File: src/design/motor_regs_pkg.sv
/*
 holds constants, register offsets, reset values and types of the motor driver register bank.
 assumes a single 200 MHz core clock and a two-wire serial host outside the device.
*/
package motor_regs_pkg;
   // **********************************************************************
   // serial target and register map
   // **********************************************************************
   localparam logic [6:0] DEV_ADDR = 7'h52;
   localparam logic [7:0] A_FAULT = 8'h00;
   localparam logic [7:0] A_RATE = 8'h01;
   localparam logic [7:0] A_PERIOD = 8'h02;
   localparam logic [7:0] A_KT = 8'h03;
   localparam logic [7:0] A_CURR = 8'h04;
   localparam logic [7:0] A_ANGLE_SUP = 8'h05;
   localparam logic [7:0] A_DUTY = 8'h06;
   localparam logic [7:0] A_INLVL = 8'h07;
   localparam logic [7:0] A_IDENT = 8'h08;
   localparam logic [7:0] A_CTL_FIRST = 8'h30;
   localparam logic [7:0] A_UNLOCK = 8'h31;
   localparam logic [7:0] A_CTL_LAST = 8'h36;
   localparam logic [7:0] A_NVM_FIRST = 8'h90;
   localparam logic [7:0] A_NVM_LAST = 8'h96;
   localparam int CTL_N = 7;
   localparam int NVM_N = 7;
   localparam int SPEED_IDX = 0;
   localparam int UNLOCK_IDX = 1;
   localparam int HOST_SEL_BIT = 15;
   localparam int SPD_MSB = 8;
   localparam int SPD_TOP = 8;
   localparam int SPD_LOW = 1;
   localparam int IN_TOP = 9;
   localparam int IN_LOW = 2;
   // **********************************************************************
   // field masks, keys and reset values
   // **********************************************************************
   localparam logic [15:0] FAULT_MASK = 16'hffbf;
   localparam logic [7:0] FAULT_CLR_KEY = 8'hff;
   localparam logic [15:0] CURR_MASK = 16'h07ff;
   localparam logic [15:0] INLVL_MASK = 16'h03ff;
   localparam logic [NVM_N-1:0][15:0] NVM_RESET = {16'h007a, 16'h7840, 16'h3baf, 16'h3788,
                                                   16'h00c1, 16'h0049, 16'hc000};
   // arbitrary identity values
   localparam logic [7:0] PART_CODE = 8'h5a;
   localparam logic [7:0] REV_CODE = 8'h01;
   localparam logic [3:0] BIT_LAST = 4'h8;
   localparam logic [3:0] ACK_LAST = 4'h1;
   localparam logic [3:0] CNT_ZERO = 4'h0;
   localparam logic [3:0] CNT_ONE = 4'h1;
   // **********************************************************************
   // types
   // **********************************************************************
   typedef enum logic [3:0] {
      S_IDLE = 4'b0000,
      S_ADDR = 4'b0001,
      S_REG = 4'b0010,
      S_WHI = 4'b0011,
      S_WLO = 4'b0100,
      S_ACK = 4'b0101,
      S_RD = 4'b0110,
      S_MACK = 4'b0111,
      S_SKIP = 4'b1000
   } link_state_t;

   typedef struct packed {
      logic [15:0] rotation_rate;
      logic [15:0] electrical_period;
      logic [15:0] back_emf_constant;
      logic [10:0] phase_current_reading;
      logic [7:0] start_rotor_angle;
      logic [7:0] applied_duty_value;
      logic [9:0] command_input_sample;
   } motor_status_t;

   typedef struct packed {
      link_state_t st;
      link_state_t after;
      logic [3:0] cnt;
      logic [7:0] shift;
      logic byte_idx;
      logic [15:0] rd_word;
      logic [7:0] reg_addr;
      logic [7:0] data_hi;
      logic scl_q;
      logic sda_q;
      logic sda_oe_b;
      logic sda_o;
      logic [15:0] fault;
      logic [7:0] supply;
      logic [7:0] cmd_speed;
      logic [CTL_N-1:0][15:0] ctl;
      logic [NVM_N-1:0][15:0] nvm;
   } bank_state_t;

   localparam bank_state_t BANK_RESET = '{st: S_IDLE, after: S_IDLE, scl_q: 1'b1, sda_q: 1'b1,
                                          sda_oe_b: 1'b1, nvm: NVM_RESET, default: '0};
endpackage

File: src/design/motor_driver_status_regs.sv
/*
 holds the serial target and register bank of the motor driver: status readback, control
 words, configuration words and the commanded-speed selection.
 assumes scl and sda are already synchronous to core_clk_i and much slower than it.
*/
// Behaviour
// - store supply reading on strobe while driving
// - commanded speed is one eight-bit value
// - speed source is pwm, analog or host
// - applied duty readable separately from command
// - answer only device address 0x52
// - seven control words at 0x30 to 0x36
// - status words 0x01-0x08 ignore host writes
// - seven configuration words at 0x90 to 0x96
// - faults clear only on key 0xff write
// - fault bits reset zero, write one clears
`timescale 1ns/1ps
`default_nettype none
module motor_driver_status_regs (
   input wire logic core_clk_i,
   input wire logic rst_b_i,
   input wire logic scl_i,
   input wire logic sda_i,
   output logic sda_o,
   output logic sda_oe_b_o,
   input wire logic [15:0] fault_event_i,
   input wire motor_regs_pkg::motor_status_t status_i,
   input wire logic [7:0] supply_sample_i,
   input wire logic supply_strobe_i,
   input wire logic driving_i,
   input wire logic analog_mode_i,
   input wire logic [7:0] pwm_duty_i,
   output logic [15:0] fault_flags_o,
   output logic [7:0] commanded_speed_o,
   output logic [8:0] speed_setting_o,
   output logic host_speed_select_o,
   output logic [15:0] nvm_unlock_key_o,
   output logic [motor_regs_pkg::NVM_N-1:0][15:0] nvm_config_o
);
   import motor_regs_pkg::*;

   bank_state_t r;
   bank_state_t n;
   logic scl_rise, scl_fall, start_c, stop_c, wr_fire, clr_hit;
   logic [15:0] wr_word, ev_masked;
   logic [7:0] cur_byte;

   function automatic logic in_win(input logic [7:0] a, input logic [7:0] lo,
                                   input logic [7:0] hi);
      in_win = (a >= lo) && (a <= hi);
   endfunction

   function automatic logic [15:0] read_word(input logic [7:0] a);
      logic [7:0] o;
      o = '0;
      read_word = '0;
      if (a == A_FAULT) begin
         read_word = r.fault;
      end else if (a == A_RATE) begin
         read_word = status_i.rotation_rate;
      end else if (a == A_PERIOD) begin
         read_word = status_i.electrical_period;
      end else if (a == A_KT) begin
         read_word = status_i.back_emf_constant;
      end else if (a == A_CURR) begin
         read_word = {5'h00, status_i.phase_current_reading} & CURR_MASK;
      end else if (a == A_ANGLE_SUP) begin
         read_word = {status_i.start_rotor_angle, r.supply};
      end else if (a == A_DUTY) begin
         read_word = {r.cmd_speed, status_i.applied_duty_value};
      end else if (a == A_INLVL) begin
         read_word = {6'h00, status_i.command_input_sample} & INLVL_MASK;
      end else if (a == A_IDENT) begin
         read_word = {PART_CODE, REV_CODE};
      end else if (in_win(a, A_CTL_FIRST, A_CTL_LAST)) begin
         o = a - A_CTL_FIRST;
         read_word = r.ctl[o[2:0]];
      end else if (in_win(a, A_NVM_FIRST, A_NVM_LAST)) begin
         o = a - A_NVM_FIRST;
         read_word = r.nvm[o[2:0]];
      end
   endfunction

   // **********************************************************************
   // line events
   // **********************************************************************
   assign scl_rise = scl_i && !r.scl_q;
   assign scl_fall = !scl_i && r.scl_q;
   assign start_c = scl_i && r.scl_q && r.sda_q && !sda_i;
   assign stop_c = scl_i && r.scl_q && !r.sda_q && sda_i;
   assign wr_fire = scl_fall && (r.st == S_WLO) && (r.cnt == BIT_LAST);
   assign wr_word = {r.data_hi, r.shift};
   assign clr_hit = wr_fire && (r.reg_addr == A_FAULT) && (r.shift == FAULT_CLR_KEY);
   assign ev_masked = fault_event_i & FAULT_MASK;
   assign cur_byte = r.byte_idx ? r.rd_word[7:0] : r.rd_word[15:8];

   // **********************************************************************
   // next state
   // **********************************************************************
   always_comb begin
      logic [7:0] off;
      logic [15:0] clr;
      off = '0;
      clr = '0;
      n = r;
      n.scl_q = scl_i;
      n.sda_q = sda_i;
      if (start_c) begin
         n.st = S_ADDR;
         n.cnt = CNT_ZERO;
         n.byte_idx = 1'b0;
         n.sda_oe_b = 1'b1;
      end else if (stop_c) begin
         n.st = S_IDLE;
         n.sda_oe_b = 1'b1;
      end else begin
         if (scl_rise) begin
            n.shift = {r.shift[6:0], sda_i};
            n.cnt = r.cnt + CNT_ONE;
         end
         if (scl_fall) begin
            case (r.st)
               S_ADDR, S_REG, S_WHI, S_WLO: begin
                  if (r.cnt == BIT_LAST) begin
                     n.cnt = CNT_ZERO;
                     n.st = S_ACK;
                     n.sda_oe_b = 1'b0;
                     case (r.st)
                        S_ADDR: begin
                           if (r.shift[7:1] == DEV_ADDR) begin
                              n.after = r.shift[0] ? S_RD : S_REG;
                              n.rd_word = read_word(r.reg_addr);
                           end else begin
                              n.st = S_SKIP;
                              n.sda_oe_b = 1'b1;
                           end
                        end
                        S_REG: begin
                           n.reg_addr = r.shift;
                           n.after = S_WHI;
                        end
                        S_WHI: begin
                           n.data_hi = r.shift;
                           n.after = S_WLO;
                        end
                        default: begin
                           n.after = S_SKIP;
                        end
                     endcase
                  end
               end
               S_ACK: begin
                  if (r.cnt == ACK_LAST) begin
                     n.cnt = CNT_ZERO;
                     n.st = r.after;
                     n.sda_oe_b = (r.after == S_RD) ? cur_byte[7] : 1'b1;
                  end
               end
               S_RD: begin
                  if (r.cnt == BIT_LAST) begin
                     n.cnt = CNT_ZERO;
                     n.st = S_MACK;
                     n.sda_oe_b = 1'b1;
                  end else begin
                     n.sda_oe_b = cur_byte[~r.cnt[2:0]];
                  end
               end
               S_MACK: begin
                  if (r.cnt == ACK_LAST) begin
                     n.cnt = CNT_ZERO;
                     if (!r.shift[0] && !r.byte_idx) begin
                        n.byte_idx = 1'b1;
                        n.st = S_RD;
                        n.sda_oe_b = r.rd_word[7];
                     end else begin
                        n.st = S_SKIP;
                     end
                  end
               end
               default: begin
               end
            endcase
         end
      end
      // only control and configuration words take stored writes
      if (wr_fire) begin
         if (clr_hit) begin
            clr = wr_word;
         end else if (in_win(r.reg_addr, A_CTL_FIRST, A_CTL_LAST)) begin
            off = r.reg_addr - A_CTL_FIRST;
            n.ctl[off[2:0]] = wr_word;
         end else if (in_win(r.reg_addr, A_NVM_FIRST, A_NVM_LAST)) begin
            off = r.reg_addr - A_NVM_FIRST;
            n.nvm[off[2:0]] = wr_word;
         end
      end
      // a fault arriving with the clear stays set
      n.fault = (r.fault & ~clr) | ev_masked;
      if (supply_strobe_i && driving_i) begin
         n.supply = supply_sample_i;
      end
      if (r.ctl[SPEED_IDX][HOST_SEL_BIT]) begin
         n.cmd_speed = r.ctl[SPEED_IDX][SPD_TOP:SPD_LOW];
      end else if (analog_mode_i) begin
         n.cmd_speed = status_i.command_input_sample[IN_TOP:IN_LOW];
      end else begin
         n.cmd_speed = pwm_duty_i;
      end
   end

   always_ff @(posedge core_clk_i or negedge rst_b_i) begin
      if (!rst_b_i) begin
         r <= BANK_RESET;
      end else begin
         r <= n;
      end
   end

   assign sda_o = r.sda_o;
   assign sda_oe_b_o = r.sda_oe_b;
   assign fault_flags_o = r.fault;
   assign commanded_speed_o = r.cmd_speed;
   assign speed_setting_o = r.ctl[SPEED_IDX][SPD_MSB:0];
   assign host_speed_select_o = r.ctl[SPEED_IDX][HOST_SEL_BIT];
   assign nvm_unlock_key_o = r.ctl[UNLOCK_IDX];
   assign nvm_config_o = r.nvm;

   // **********************************************************************
   // checks
   // **********************************************************************
   logic [7:0] host_speed;
   assign host_speed = r.ctl[SPEED_IDX][SPD_TOP:SPD_LOW];
   logic addr_done;
   assign addr_done = scl_fall && !start_c && !stop_c && (r.st == S_ADDR) && (r.cnt == BIT_LAST);
endmodule // motor_driver_status_regs
`default_nettype wire

File: config.mk
export PLATFORM = sky130hd
export DESIGN_NAME = motor_driver_status_regs
export DESIGN_NICKNAME = d
export VERILOG_FILES = /design/src/design/motor_regs_pkg.sv /design/src/design/motor_driver_status_regs.sv
export SDC_FILE = /design/constraint.sdc
export NUM_CORES = 1
export LEC_CHECK = 0
export BUFFER_PORTS_ARGS = -buffer_cell sky130_fd_sc_hd__buf_2
export CAP_MARGIN = 0
export CORE_ASPECT_RATIO = 1.25
export CORE_MARGIN = 4
export CORE_UTILIZATION = 58
export DETAILED_ROUTE_END_ITERATION = 16
export PLACE_DENSITY_LB_ADDON = 0.25
export SLEW_MARGIN = 15
export SYNTH_ARGS = -nofsm -noshare
export SYNTH_HDL_FRONTEND = slang
export SYNTH_SLANG_ARGS = --single-unit
File: constraint.sdc
create_clock -name core_clk_i -period 8.1 [get_ports core_clk_i]
set_clock_uncertainty 0.1 [all_clocks]
set_input_delay 1.62 -clock core_clk_i [delete_from_list [all_inputs] [get_ports core_clk_i]]
set_output_delay 1.62 -clock core_clk_i [all_outputs]
set_load 0.02 [all_outputs]
==> flow_metrics.env <==
export IMPL_status="finished clean"
export IMPL_worstMarginPinSlew_ns=1.178
export IMPL_yosysTopAreaCell="dfrtp_1"
export IMPL_synthMuxAreaShare_pct=24.43
export IMPL_synth_simple_area_share_pct=8.640
export IMPL_synth_adder_area_share_pct=0.2174
export IMPL_synth_edf_count=0
export IMPL_synth_warnings=0
export IMPL_wl_per_cell_um=26.66
export IMPL_cts_tree="done"
export IMPL_synth_compound_area_share_pct=10.58
export IMPL_place_hpwl_um=35790
export IMPL_synth_top_cells_by_count="dfrtp_1 (273), mux2_2 (271), buf_4 (174)"
export IMPL_synth_top_area_share_pct=39.57
export IMPL_grt_start_max_net_pins=177
export IMPL_setup_viol=0
export IMPL_power_leakage_nw=8.990
export IMPL_coreArea_um2=29340
export IMPL_n_fill_cell=2301
export IMPL_hold_class="reg -> reg"
export IMPL_layout_drive_gt1_share_pct=47.01
export IMPL_hold_start="r[282]"
export IMPL_num_vias=12730
export IMPL_cts_path_max_buffers=3
export IMPL_min_period_over_period_pct=53.14
export IMPL_synth_xor_area_share_pct=0.1015
export IMPL_synth_area_leaders="dfrtp_1 (40%), mux2_2 (18%), buf_4 (7.6%), dfstp_2 (5.9%), mux4_2 (4.2%)"
export IMPL_crit_reg2reg_launch="r[268]"
export IMPL_rrSetupSlack_ns=3.80
export IMPL_clk_latency_ns=0.52
export IMPL_rows=70
export IMPL_drt_first_pass_iters=5
export IMPL_synth_seq_cells=312
export IMPL_cts_buffers_inserted=34
export IMPL_cts_hold_buf=0
export IMPL_min_path_cells=2
export IMPL_gr_total_overflow=0
export IMPL_avgSynthCellArea_um2=11.53
export IMPL_grtUsageTotal_pct=31.94
export IMPL_ant_nets=0
export IMPL_swShare_pct=23.87
export IMPL_design_final_nets=1691
export IMPL_drtIter0Drc=1351
export IMPL_grt_pass1_vias=12820
export IMPL_htreeDepth=2
export IMPL_worst_hold_slack_ns=0.3909
export IMPL_critPathLaunchType="flip-flop"
export IMPL_die_area_um2=32600
export IMPL_io_pin_count=288
export IMPL_crit_required_ns=8.40
export IMPL_netlist_instances=1497
export IMPL_min_to="r[282]"
export IMPL_p_comb_share_pct=5.1
export IMPL_floorplan_initialDensity_pct=58.84
export IMPL_clock_fmax_mhz=232.3
export IMPL_ir_worst_vdd_v=0.0001650
export IMPL_cp_max_fo=73
export IMPL_antenna_found_initial=3
export IMPL_fin_crit_ns=4.305
export IMPL_gp_congestion=0.9553
export IMPL_hold_viol_final=0
export IMPL_power_w=0.003363
export IMPL_synth_ff_type="dfrtp_1"
export IMPL_p_sw_w=0.0008029
export IMPL_die_x_um=162.3
export IMPL_synth_top_family_by_area="multiplexers"
export IMPL_synth_nets=1624
export IMPL_area_growth_pct=8.509
export IMPL_synth_most_common_cell="dfrtp_1"
export IMPL_r2r_end="r[161]"
export IMPL_cts_clk_slew_worst_paths_ns=0.06
export IMPL_portBuffers=285
export IMPL_die_h_um=200.9
export IMPL_maxCapViolations=0
export IMPL_slew_viol_final=0
export IMPL_powerDensity_nw_per_um2=179.5
export IMPL_route_detailed_drc=0
export IMPL_clock_sinks=312
export IMPL_clkPwrFrac_pct=46.0
export IMPL_vias_per_cell=6.412
export IMPL_syn_area_um2=17260
export IMPL_r2r_cells=6
export IMPL_dp_cells=1924
export IMPL_wirelength_um=52910
export IMPL_grt_first_pass_wirelength_um=79880
export IMPL_arrival_ns=4.60
export IMPL_synth_seq_area_share_pct=45.51
export IMPL_ys_types=82
export IMPL_cts_root_buf="clkbuf_16"
export IMPL_final_cell_count_no_fill=1985
export IMPL_cts_resized=0
export IMPL_cts_setup_buffers=0
export IMPL_intPower_w=0.002560
export IMPL_finalSetupTns_ns=0
export IMPL_async_flop_share_pct=100.0
export IMPL_relSlewSlack_pct=21.23
export IMPL_end_kind="flip-flop"
export IMPL_crit_type="reg -> reg"
export IMPL_seqPwrFrac_pct=48.9
export IMPL_rsz0062_at_grt="no"
-- cells in the final DEF (no fill, tap or decap), types with 6 or more instances in the layout --
cell / instances
a2111oi_0: 6
nand3_1: 15
o21ai_0: 73
mux2_4: 10
or3_1: 6
dfstp_2: 39
nor3_1: 29
a21oi_1: 50
clkinv_2: 10
buf_2: 284
o221ai_1: 15
a21o_1: 17
mux2_2: 271
a31oi_1: 7
nor4_1: 7
nand2_2: 6
clkbuf_16: 35
nand4_1: 7
nand2b_1: 7
dfrtp_1: 270
mux4_2: 32
nand2_1: 94
a221o_1: 7
o22ai_1: 13
a221oi_1: 22
nor2_1: 53
nor2b_1: 15
o211ai_1: 9
a211oi_1: 6
mux2i_1: 26
a22oi_1: 8
clkbuf_8: 6
inv_1: 10
buf_4: 20
-- sequential cells by signal, summed over array words and instances, names as in the netlist --
| register | cells |
|---|---|
| nvm_config_o | 112 |
| r | 149 |
| fault_flags_o | 16 |
| nvm_unlock_key_o | 16 |
| commanded_speed_o | 8 |
| sda_oe_b_o | 1 |
| host_speed_select_o | 1 |
| speed_setting_o | 9 |
-- metal layers --
| metal | global-route usage, % | wire length [µm] |
|---|---|---|
| met3 | 7.209 | 4865 |
| met1 | 42.77 | 20420 |
| met2 | 50.19 | 25210 |
| met5 | 0 | 0 |
| met4 | 13.84 | 2414 |
-- worst max-delay path: stages, from the launching register on --
cell and delay (ns):
dfrtp_4 0.72, buf_4 0.75, nor3_4 0.19, nand3_1 0.55, o21bai_4 0.30, nor3_4 1.00
mux2_2 0.45
-- cells by family after synthesis --
group / Yosys count
DFF: 312
and+or+nand+nor: 279
xor gates and xnor gates: 2
AOI/OAI and AO/OA: 271
adders and majority gates: 3
muxes: 342
buffers and inverters: 287
other: 1
-- through the flow --
step / utilization, % / cell area, µm² / setup WS [ns]
4_1_cts: 63.83 / 18730 / 3.823
2_1_floorplan: - / 17260 / 4.619
3_3_place_gp: 60.08 / 17630 / 4.018
6_report: 63.84 / 18730 / 3.795
5_1_grt: 63.84 / 18730 / 3.572
3_5_place_dp: 60.08 / 17630 / 3.829
-- power by group through the flow --
stage                     Combinational (W)  Sequential (W)  Clock [W]
after global routing               0.000190         0.00165    0.00163
after detailed placement           0.000172         0.00167          0
final                              0.000172         0.00165    0.00155
after floorplan                    0.000101         0.00163          0
after global placement             0.000170         0.00167          0
after CTS                          0.000172         0.00164    0.00157
-- worst max path at each step --
stage | startpoint | end | slack, ns
finish | r[268] | r[161] | 3.80
detailed placement | r[268] | r[166] | 3.83
CTS | r[268] | r[161] | 3.82
global route | r[268] | nvm_config_o[78] | 3.57
floorplan | scl_i | r[198] | 4.62
global placement | r[268] | r[167] | 4.02
-- area by class of cell --
| cell class | instances | area (µm²) | area share (%) |
|---|---|---|---|
| Clock inverter | 14 | 126.4 | 0.6746 |
| Tap cell | 396 | 495.5 | 2.645 |
| Multi-Input combinational cell | 898 | 7596 | 40.55 |
| Sequential cell | 312 | 7868 | 42.00 |
| Clock buffer | 45 | 973.4 | 5.197 |
| Antenna cell | 2 | 5.005 | 0.02672 |
| Timing Repair Buffer | 307 | 1627 | 8.683 |
| Inverter | 11 | 41.29 | 0.2204 |
Note: power is estimated with default switching activity, not from simulation.
